## src/core/dfs_pkg.sv

```systemverilog
/*
  Package for the degauss and fault supervisor: register map, field
  positions, reset values, timing figures and the cycle counts derived
  from them. Assumes a 50 MHz system clock.
*/
package dfs_pkg;

  // Clock period in ns
  localparam int CLK_NS = 20;

  // Timing figures in their own units
  localparam int QUAL_NS        = 25600;
  localparam int DEMAG_MS       = 110;
  localparam int ON_DEMAG_US    = 12;
  localparam int ON_RUN_US      = 32;
  localparam int ABORT_FILT_US  = 25;
  localparam int HOLD_US        = 3300;
  localparam int HALF_MIN_NS    = 280;
  localparam int HALF_MAX_US    = 32;
  localparam int SHORT_LONG_US  = 25;
  localparam int BROWN_US       = 100;
  localparam int COIL_US        = 100;

  // Derived cycle counts, least times rounded up
  localparam int QUAL_CYC       = (QUAL_NS + CLK_NS - 1) / CLK_NS;
  localparam int DEMAG_CYC      = DEMAG_MS * 1000000 / CLK_NS;
  localparam int ON_DEMAG_CYC   = (ON_DEMAG_US * 1000 + CLK_NS - 1) / CLK_NS;
  localparam int ON_RUN_CYC     = (ON_RUN_US * 1000 + CLK_NS - 1) / CLK_NS;
  localparam int ABORT_FILT_CYC = (ABORT_FILT_US * 1000 + CLK_NS - 1) / CLK_NS;
  localparam int HOLD_CYC       = (HOLD_US * 1000 + CLK_NS - 1) / CLK_NS;
  localparam int HALF_MIN_CYC   = (HALF_MIN_NS + CLK_NS - 1) / CLK_NS;
  localparam int HALF_MAX_CYC   = HALF_MAX_US * 1000 / CLK_NS;
  localparam int SHORT_LONG_CYC = (SHORT_LONG_US * 1000 + CLK_NS - 1) / CLK_NS;
  localparam int BROWN_CYC      = (BROWN_US * 1000 + CLK_NS - 1) / CLK_NS;
  localparam int COIL_CYC       = (COIL_US * 1000 + CLK_NS - 1) / CLK_NS;

  // Probe qualification counts
  localparam int GOOD_HALVES    = 8;
  localparam int SHORT_PULSES   = 3;

  // Register map (byte offsets)
  localparam logic [3:0] CTRL_OFF   = 4'h0;
  localparam logic [3:0] STATUS_OFF = 4'h4;

  // Control fields and reset value
  localparam int         CTRL_COIL_ALLOW_BIT = 0;
  localparam logic       CTRL_COIL_ALLOW_RST = 1'h1;

  // Status fields
  localparam int ST_STATE_LSB   = 0;
  localparam int ST_ERROR_BIT   = 3;
  localparam int ST_COMP_BIT    = 4;
  localparam int ST_DEMAG_BIT   = 5;
  localparam int ST_STUCK_BIT   = 6;
  localparam int ST_SHORT_BIT   = 7;
  localparam int ST_OPEN_BIT    = 8;
  localparam int ST_PIN_BIT     = 9;

  typedef enum logic [2:0] {
    DFS_POR     = 3'b000,
    DFS_PWRUP   = 3'b001,
    DFS_DEMAG   = 3'b010,
    DFS_CHECK   = 3'b011,
    DFS_RUN     = 3'b100,
    DFS_STUCK   = 3'b101,
    DFS_SHORTED = 3'b110,
    DFS_HOLD    = 3'b111
  } dfs_mode_t;

endpackage : dfs_pkg

```

## src/core/dfs_supervisor.sv

```systemverilog
/*
  Degauss sequencer and fault supervisor: power-on/brown-out sequencing,
  demagnetization cycle, probe oscillation checks, open-coil check,
  open-drain error flag and compensation driver enable, with a classic
  Wishbone slave for control and status.
  Assumes all inputs except arst_n, demag_req and coil_check_enable are
  synchronous to mclk, and that the analog comparators deliver levels.
*/
// Our own choices: the placing of the registers and the Wishbone slave port.
// Contract
// - Demag starts after request high 25.6 us
// - Demag cycle runs about 110 ms
// - Error held low during demag
// - Request high at power-on: demag after 12 us
// - Request low through 25 us filter aborts
// - After abort, error and driver off 3.3 ms
// - Probe oscillator keeps running during demag
// - Request low at power-up: start after 32 us
// - Four good probe cycles release error, driver
// - Power-on and brown-out both at 4 V
// - Below 4 V over 100 us resets
// - Dip to 1.8 V resets immediately
// - Brown-out recovery repeats power-up sequence
// - Probe low over 32 us: error, driver off
// - Stuck-low recovery holds error 3.3 ms
// - Three short pulses fault; long one holds
// - Open coil over 100 us: error only
// - Error is active-low open drain, self-clearing
// - Coil test only when output near ground
`timescale 1ns/1ps
`default_nettype none

module dfs_supervisor #(
  parameter int DEMAG_CYC_P = dfs_pkg::DEMAG_CYC,
  parameter int HOLD_CYC_P  = dfs_pkg::HOLD_CYC,
  parameter int BROWN_CYC_P = dfs_pkg::BROWN_CYC,
  parameter int COIL_CYC_P  = dfs_pkg::COIL_CYC
) (
  input  wire logic        mclk,
  input  wire logic        arst_n,
  input  wire logic        demag_req,
  input  wire logic        coil_check_enable,
  input  wire logic        main_supply_above_4v,
  input  wire logic        main_supply_above_1v8,
  input  wire logic        probe_comp,
  input  wire logic        coil_current_low,
  input  wire logic        comp_near_ground,
  input  wire logic        error_i,
  output logic             error_o,
  output logic             error_oe_n,
  output logic             comp_coil_driver_en,
  output logic             demag_active,
  output logic             probe_osc_en,
  input  wire logic        wb_cyc_i,
  input  wire logic        wb_stb_i,
  input  wire logic        wb_we_i,
  input  wire logic [3:0]  wb_adr_i,
  input  wire logic [3:0]  wb_sel_i,
  input  wire logic [31:0] wb_dat_i,
  output logic [31:0]      wb_dat_o,
  output logic             wb_ack_o
);

  localparam int TW = 23;

  typedef struct packed {
    dfs_pkg::dfs_mode_t mode;
    logic               demag_s1;
    logic               demag_s2;
    logic               cce_s1;
    logic               cce_s2;
    logic               pwr_demag;
    logic               armed;
    logic [10:0]        hi_cnt;
    logic [10:0]        lo_cnt;
    logic [TW-1:0]      timer;
    logic [TW-1:0]      bo_cnt;
    logic               probe_prev;
    logic [10:0]        half_cnt;
    logic [3:0]         good_cnt;
    logic [1:0]         short_cnt;
    logic               short_flag;
    logic [10:0]        short_dur;
    logic [TW-1:0]      coil_cnt;
    logic               open_coil;
    logic               ctrl_allow;
    logic               ack;
    logic [31:0]        dat;
    logic               err_o;
    logic               err_oe_n;
    logic               comp_en;
    logic               demag_on;
    logic               osc_en;
  } dfs_regs_t;

  dfs_regs_t st_reg;
  dfs_regs_t st_next;
  logic      rst_s1_reg;
  logic      rst_n;

  // Error is released only in clean normal operation
  function automatic logic dfs_clean(input dfs_regs_t s);
    dfs_clean = (s.mode == dfs_pkg::DFS_RUN) && !s.short_flag && !s.open_coil;
  endfunction : dfs_clean

  function automatic logic [TW-1:0] dfs_lim(input int n);
    dfs_lim = TW'(n - 1);
  endfunction : dfs_lim

  // Reset release through two flops
  always_ff @(posedge mclk or negedge arst_n)
  begin
    if (!arst_n)
    begin
      rst_s1_reg <= 1'b0;
      rst_n      <= 1'b0;
    end
    else
    begin
      rst_s1_reg <= 1'b1;
      rst_n      <= rst_s1_reg;
    end
  end

  logic probe_edge;
  logic good_half;
  logic short_fall;
  logic stuck_now;
  logic coil_cond;
  logic bus_req;

  always_comb
  begin
    st_next    = st_reg;
    probe_edge = probe_comp != st_reg.probe_prev;
    good_half  = probe_edge && (st_reg.half_cnt >= 11'(dfs_pkg::HALF_MIN_CYC - 1))
                 && (st_reg.half_cnt < 11'(dfs_pkg::HALF_MAX_CYC));
    short_fall = probe_edge && st_reg.probe_prev
                 && (st_reg.half_cnt < 11'(dfs_pkg::HALF_MIN_CYC - 1));
    stuck_now  = !probe_comp && (st_reg.half_cnt == 11'(dfs_pkg::HALF_MAX_CYC));
    // test only with an output railed to ground
    coil_cond  = st_reg.cce_s2 && st_reg.ctrl_allow && comp_near_ground
                 && coil_current_low && (st_reg.mode == dfs_pkg::DFS_RUN);
    bus_req    = wb_cyc_i && wb_stb_i;

    st_next.demag_s1 = demag_req;
    st_next.demag_s2 = st_reg.demag_s1;
    st_next.cce_s1   = coil_check_enable;
    st_next.cce_s2   = st_reg.cce_s1;

    // request qualification needs a low phase first
    if (!st_reg.demag_s2)
    begin
      st_next.armed  = 1'b1;
      st_next.hi_cnt = '0;
    end
    else if (st_reg.armed && st_reg.hi_cnt != 11'(dfs_pkg::QUAL_CYC - 1))
    begin
      st_next.hi_cnt = st_reg.hi_cnt + 11'h1;
    end

    if (st_reg.mode == dfs_pkg::DFS_DEMAG && !st_reg.demag_s2)
    begin
      st_next.lo_cnt = st_reg.lo_cnt + 11'h1;
    end
    else
    begin
      st_next.lo_cnt = '0;
    end

    // Probe half-period and short-pulse tracking
    st_next.probe_prev = probe_comp;
    if (probe_edge)
    begin
      st_next.half_cnt = '0;
    end
    else if (st_reg.half_cnt != 11'(dfs_pkg::HALF_MAX_CYC))
    begin
      st_next.half_cnt = st_reg.half_cnt + 11'h1;
    end
    if (short_fall)
    begin
      if (st_reg.short_cnt == 2'(dfs_pkg::SHORT_PULSES - 1))
      begin
        st_next.short_flag = 1'b1;
      end
      else
      begin
        st_next.short_cnt = st_reg.short_cnt + 2'h1;
      end
    end
    else if (probe_edge && st_reg.probe_prev)
    begin
      st_next.short_cnt  = '0;
      st_next.short_flag = 1'b0;
    end
    if (st_reg.short_flag && st_reg.short_dur != 11'(dfs_pkg::SHORT_LONG_CYC))
    begin
      st_next.short_dur = st_reg.short_dur + 11'h1;
    end
    else if (!st_reg.short_flag)
    begin
      st_next.short_dur = '0;
    end

    if (st_reg.mode != dfs_pkg::DFS_CHECK)
    begin
      st_next.good_cnt = '0;
    end
    else if (probe_edge)
    begin
      st_next.good_cnt = good_half ? st_reg.good_cnt + 4'h1 : 4'h0;
    end

    if (!coil_cond)
    begin
      st_next.coil_cnt  = '0;
      st_next.open_coil = 1'b0;
    end
    else if (st_reg.coil_cnt == dfs_lim(COIL_CYC_P))
    begin
      st_next.open_coil = 1'b1;
    end
    else
    begin
      st_next.coil_cnt = st_reg.coil_cnt + TW'(1);
    end

    // one 4 V level for both detections
    if (!main_supply_above_4v && st_reg.mode != dfs_pkg::DFS_POR)
    begin
      st_next.bo_cnt = st_reg.bo_cnt + TW'(1);
    end
    else
    begin
      st_next.bo_cnt = '0;
    end

    case (st_reg.mode)
      dfs_pkg::DFS_POR:
      begin
        if (main_supply_above_4v)
        begin
          st_next.mode      = dfs_pkg::DFS_PWRUP;
          st_next.pwr_demag = st_reg.demag_s2;
        end
      end
      dfs_pkg::DFS_PWRUP:
      begin
        if (st_reg.pwr_demag && st_reg.timer == dfs_lim(dfs_pkg::ON_DEMAG_CYC))
        begin
          st_next.mode = dfs_pkg::DFS_DEMAG;
        end
        else if (!st_reg.pwr_demag && st_reg.timer == dfs_lim(dfs_pkg::ON_RUN_CYC))
        begin
          st_next.mode = dfs_pkg::DFS_CHECK;
        end
      end
      dfs_pkg::DFS_DEMAG:
      begin
        if (!st_reg.demag_s2 && st_reg.lo_cnt == 11'(dfs_pkg::ABORT_FILT_CYC - 1))
        begin
          st_next.mode = dfs_pkg::DFS_HOLD;
        end
        else if (st_reg.timer == dfs_lim(DEMAG_CYC_P))
        begin
          st_next.mode = dfs_pkg::DFS_CHECK;
        end
      end
      dfs_pkg::DFS_CHECK:
      begin
        if (good_half && st_reg.good_cnt == 4'(dfs_pkg::GOOD_HALVES - 1))
        begin
          st_next.mode = dfs_pkg::DFS_RUN;
        end
      end
      dfs_pkg::DFS_RUN:
      begin
        if (st_reg.armed && st_reg.demag_s2
            && st_reg.hi_cnt == 11'(dfs_pkg::QUAL_CYC - 1))
        begin
          st_next.mode = dfs_pkg::DFS_DEMAG;
        end
        else if (stuck_now)
        begin
          st_next.mode = dfs_pkg::DFS_STUCK;
        end
        // fault past 25 us interrupts the driver
        else if (st_reg.short_flag
                 && st_reg.short_dur == 11'(dfs_pkg::SHORT_LONG_CYC))
        begin
          st_next.mode = dfs_pkg::DFS_SHORTED;
        end
      end
      dfs_pkg::DFS_STUCK:
      begin
        if (probe_comp)
        begin
          st_next.mode = dfs_pkg::DFS_HOLD;
        end
      end
      dfs_pkg::DFS_SHORTED:
      begin
        if (!st_reg.short_flag)
        begin
          st_next.mode = dfs_pkg::DFS_HOLD;
        end
      end
      dfs_pkg::DFS_HOLD:
      begin
        if (st_reg.timer == dfs_lim(HOLD_CYC_P))
        begin
          st_next.mode = dfs_pkg::DFS_RUN;
        end
      end
      default:
      begin
        st_next.mode = dfs_pkg::DFS_POR;
      end
    endcase

    // long brown-out; deep dip; restart from power-up
    if (!main_supply_above_1v8
        || (!main_supply_above_4v && st_reg.bo_cnt == dfs_lim(BROWN_CYC_P)))
    begin
      st_next.mode = dfs_pkg::DFS_POR;
    end

    if (st_next.mode == dfs_pkg::DFS_DEMAG)
    begin
      st_next.armed = 1'b0;
    end
    st_next.timer = (st_next.mode != st_reg.mode) ? '0 : st_reg.timer + TW'(1);

    // error open drain, pulled low unless clean
    st_next.err_o    = 1'b0;
    st_next.err_oe_n = dfs_clean(st_next);
    st_next.comp_en  = st_next.mode == dfs_pkg::DFS_RUN;
    st_next.demag_on = st_next.mode == dfs_pkg::DFS_DEMAG;
    // oscillator runs in every powered state
    st_next.osc_en   = st_next.mode != dfs_pkg::DFS_POR;

    // Classic Wishbone: one wait state, write lands with ack
    st_next.ack = bus_req && !st_reg.ack;
    st_next.dat = '0;
    if (bus_req && !st_reg.ack && !wb_we_i)
    begin
      if (wb_adr_i == dfs_pkg::CTRL_OFF)
      begin
        st_next.dat[dfs_pkg::CTRL_COIL_ALLOW_BIT] = st_reg.ctrl_allow;
      end
      else if (wb_adr_i == dfs_pkg::STATUS_OFF)
      begin
        st_next.dat[dfs_pkg::ST_STATE_LSB +: 3] = st_reg.mode;
        st_next.dat[dfs_pkg::ST_ERROR_BIT]      = !st_reg.err_oe_n;
        st_next.dat[dfs_pkg::ST_COMP_BIT]       = st_reg.comp_en;
        st_next.dat[dfs_pkg::ST_DEMAG_BIT]      = st_reg.demag_on;
        st_next.dat[dfs_pkg::ST_STUCK_BIT]      = st_reg.mode == dfs_pkg::DFS_STUCK;
        st_next.dat[dfs_pkg::ST_SHORT_BIT]      = st_reg.short_flag;
        st_next.dat[dfs_pkg::ST_OPEN_BIT]       = st_reg.open_coil;
        st_next.dat[dfs_pkg::ST_PIN_BIT]        = error_i;
      end
    end
    if (bus_req && st_reg.ack && wb_we_i && wb_sel_i[0]
        && wb_adr_i == dfs_pkg::CTRL_OFF)
    begin
      st_next.ctrl_allow = wb_dat_i[dfs_pkg::CTRL_COIL_ALLOW_BIT];
    end
  end

  always_ff @(posedge mclk or negedge rst_n)
  begin
    if (!rst_n)
    begin
      st_reg            <= '0;
      st_reg.mode       <= dfs_pkg::DFS_POR;
      st_reg.err_oe_n   <= 1'b0;
      st_reg.ctrl_allow <= dfs_pkg::CTRL_COIL_ALLOW_RST;
    end
    else
    begin
      st_reg <= st_next;
    end
  end

  assign error_o             = st_reg.err_o;
  assign error_oe_n          = st_reg.err_oe_n;
  assign comp_coil_driver_en = st_reg.comp_en;
  assign demag_active        = st_reg.demag_on;
  assign probe_osc_en        = st_reg.osc_en;
  assign wb_dat_o            = st_reg.dat;
  assign wb_ack_o            = st_reg.ack;
endmodule : dfs_supervisor

`default_nettype wire

```

## config.mk

```make
export PLATFORM = sky130hd
export DESIGN_NAME = dfs_supervisor
export DESIGN_NICKNAME = d
export VERILOG_FILES = /design/src/core/dfs_pkg.sv /design/src/core/dfs_supervisor.sv
export SDC_FILE = /design/constraint.sdc
export NUM_CORES = 1
export LEC_CHECK = 0
export ABC_AREA = 1
export ABC_CLOCK_PERIOD_IN_PS = 4300
export BUFFER_PORTS_ARGS = -buffer_cell sky130_fd_sc_hd__buf_2
export CAP_MARGIN = 10
export CORE_MARGIN = 1
export CORE_UTILIZATION = 40
export DETAILED_ROUTE_END_ITERATION = 16
export PLACE_DENSITY_LB_ADDON = 0.12
export SYNTH_ARGS = -nofsm -noshare
export SYNTH_HDL_FRONTEND = slang
export SYNTH_SLANG_ARGS = --single-unit
export TNS_END_PERCENT = 100
```

## constraint.sdc

```tcl
create_clock -name mclk -period 4.3 [get_ports mclk]
set_clock_uncertainty 0.1 [all_clocks]
set_input_delay 0.215 -clock mclk [delete_from_list [all_inputs] [get_ports mclk]]
set_output_delay 0.215 -clock mclk [all_outputs]
set_load 0.02 [all_outputs]
```

==> summary.md <==
| Metric | Value |
|---|---|
| Status | complete, no violations |
| First-pass GRT wire length | 27.48 mm |
| Synth area leaders | dfrtp_1, nand2_1, inv_1 |
| Vias in the first global route | 5,817 |
| Post-synth EDFFs | 0 |
| XOR/XNOR Fraction of Synth Area | 0.02792 |
| Most used cell, CP | nand2_1 |
| WP data required | 4490 ps |
| Remaining Overflow, GRT | 0 |
| Die width | 144.8 µm |
| Area delta synth->final | 12.17% |
| Synth Warn # | 0 |
| H-tree Lvls | 4 |
| Synth Area in Compound Gates | 0.07548 |
| Utilization after layout | 0.4639 |
| PortBufs | 33 |
| Antenna Cells | 0 |
| Max Slew Vio Count | 0 |
| Power density cells | 360.9 nW/µm² |
| Adder-cell share of the synthesized area | 0.02148 |
| Unrepaired setup endpoints after global routing | false |
| Delay-heaviest family, CP | simple AND/OR/NAND/NOR gates |
| Total power | 3.301 mW |
| Final ANT Viol Nets | 0 |
| DR vias | 6,244 |
| Period minus WS final | 2760 ps |
| Clock transition at the registers of the reported paths | 70 ps |
| Final hold violation count | 0 |
| WP buf/inv | 4 |
| DR pass1 iterations | 4 |
| Post-CTS Setup Repair Bufs | 0 |
| Worst-Margin Slew | 781.1 ps |
| Fmax | 362.3 MHz |
| Final Cycle Share | 0.6419 |
| Cell chain of the critical path | dlygate4sd3_1 > buf_2 > inv_1 > ha_1 > a21oi_1 > nand3_1 > nand2_1 > inv_1 > nor2_1 > nand3_2 > nand2_2 > nand2_1 > nand2_1 > nor2_2 > nand2_4 > nor2_1 |
| Largest net degree at the start of global routing | 90 |
| Min-delay worst type | in2reg |
| Final WL | 16.05 mm |
| Hold_ws | 86.35 ps |
| FF+latch count, synth | 149 |
| Mapped cell area | 8155 µm² |
| Fin Setup TNS | 0 ps |
| Kind of critical path | in2reg |
| Starting Density | 0.4136 |
| CTS max path bufs | 2 |
| Post-Synthesis Cells | 1,005 |
| Yosys cell types | 44 |
| Data arrival time of the worst path | 2950 ps |
| Max stage delay on crit path | 520 ps |
| Cell count after placement | 1,285 |
| Worst relative slew slack | 0.4792 |
| DIE AREA | 20,960 µm² |
| Vias/cell | 4.698 |
| # setup viols final | 0 |
| CTS tree | built |
| Worst Path Max Fanout | 23 |
| Iteration-0 DRC Markers | 278 |
| Dpl hpwl | 11.34 mm |
| Layout Cells excl Fill | 1,329 |
| I/O pin total | 91 |
| Leakage | 4.041 nW |
| GP Congestion | 0.8219 |
| Commonest cells in the netlist | nand2_1, dfrtp_1, inv_1, nor2_1, a21oi_1 |
| # DRC | 0 |
| Max reg flops | 130 |
| Register area share after synthesis | 0.4573 |
| # fillers | 1,911 |
| Max VDD drop | 0.0002595 V |
| Yosys top cell area share | 0.4541 |
| Fin nets | 1,118 |
| Main combinational cell family by area after synthesis | simple AND/OR/NAND/NOR gates |
| Total of max-cap violations | 0 |
| Height of the die | 144.8 µm |
| Rows | 51 |
| Multiplexer area fraction after synthesis | 0 |
| CP endpoint kind | register |
| CTS Buf Count | 17 |
| Slowest CP cell | dlygate4sd3_1 |
| Gr usage total | 0.1688 |
| Core area | 19,720 µm² |
| Cell taking the most area after synthesis | dfrtp_1 |
| Resized cells post-CTS | 0 |
| Ys async rst share | 1.000 |
| Avg WL per Cell | 12.08 µm |
| Top-count cell post-synth | nand2_1 |
| Layout cells sized above 1 | 0.1250 |
| CP Launch Type | input pin |
| Post-synth top flop | dfrtp_1 |
| Syn_area_per_cell | 8.115 µm² |
| Clk_lat worst skew | 430 ps |
| Initial antenna violation count | 0 |
| Root Buffer | clkbuf_16 |
| Simple-gate share of the synthesized area | 0.3101 |
| Sink Count | 149 |
[layer usage]
layer	part of all wire	track usage	wire [µm]	up-vias
met5	0	0	0	-
met4	0.014	0.05596	225	0
met3	0.031	0.04014	497	18
met2	0.45	0.2632	7226	86
met1	0.50	0.2298	8102	2857
li1	-	-	-	3283
[report_power, final]
| part | total, mW | switching (mW) | internal, mW |
|---|---|---|---|
| registers | 1.53 | 0.0662 | 1.46 |
| logic | 0.295 | 0.194 | 0.101 |
| clock network | 1.48 | 0.657 | 0.822 |
[kinds of logic after synthesis]
| family | count (synthesis) |
|---|---|
| AO/OA/AOI/OAI | 114 |
| XOR/XNOR | 26 |
| adder cells (fa/ha/maj) | 14 |
| buffers and inverters | 187 |
| flip-flops | 149 |
| other | 2 |
| AND/OR/NAND/NOR | 513 |
[metrics by stage]
step	cell area [µm²]	setup WS, ps
floorplan	8239	1730
global placement	8441	1611
detailed placement	8441	1614
CTS	9148	1529
global route	9148	1280
finish	9148	1540
[layout by cell type, fill, tap and decap left out, drive strengths merged]
master,instances
xor2,19
xnor2,7
o31ai,2
ha,14
a32o,1
nor3,60
bufinv,1
clkbuf,17
a211oi,2
a31oi,2
nand3,49
or2,1
nand4,21
conb,24
a21oi,55
clkinvlp,2
and3,2
clkinv,7
inv,150
nand3b,1
nor2,167
o21a,6
nor3b,12
o21ai,43
a211o,1
buf,35
nand2,184
dfstp,1
dfrtp,148
nor4,16
dlygate4sd3,12
o211ai,1
o22ai,1
[final timing paths]
check                                  startpoint  slack [ps]  cells after the start                      to
hold reg to reg            st_next[163]$_DFF_PN0_         250                      0   st_reg[163]$_DFF_PN0_
setup reg to reg             st_reg[92]$_DFF_PN0_        1710                     13   st_reg[116]$_DFF_PN0_
setup / recovery                       probe_comp        1540                     16   st_reg[116]$_DFF_PN0_
max in group asynchronous         rst_n$_DFF_PN0_        2840                      1  st_reg[40]$_DFFE_PN0P_
hold / removal                        wb_adr_i[2]          90                      5   wb_dat_o[0]$_DFF_PN0_
min in group asynchronous         rst_n$_DFF_PN0_         310                      0   st_reg[109]$_DFF_PN0_
[timing repair]
action,4_1_cts,5_1_grt
setup endpoints to repair,0,0
hold endpoints to repair,9,0
hold buffers,12,0
[tightest hold or removal path, delay by kind of cell]
kind                   cells  cell delay (ps)
AO/OA/AOI/OAI              1               60
buffers and inverters      2              140
AND/OR/NAND/NOR            2              140
[cell type report]
| type | count | area (µm²) | share of cell area |
|---|---|---|---|
| well taps | 265 | 331.6 | 0.03625 |
| flip-flops and latches | 149 | 3734 | 0.4082 |
| inverters | 145 | 545.5 | 0.05964 |
| multi-input cells | 691 | 3637 | 0.3976 |
| clock buffers | 17 | 425.4 | 0.04651 |
| clock inverters | 15 | 161.4 | 0.01764 |
| repair buffers | 47 | 312.8 | 0.03420 |
Note: power is estimated with default switching activity, not from simulation.
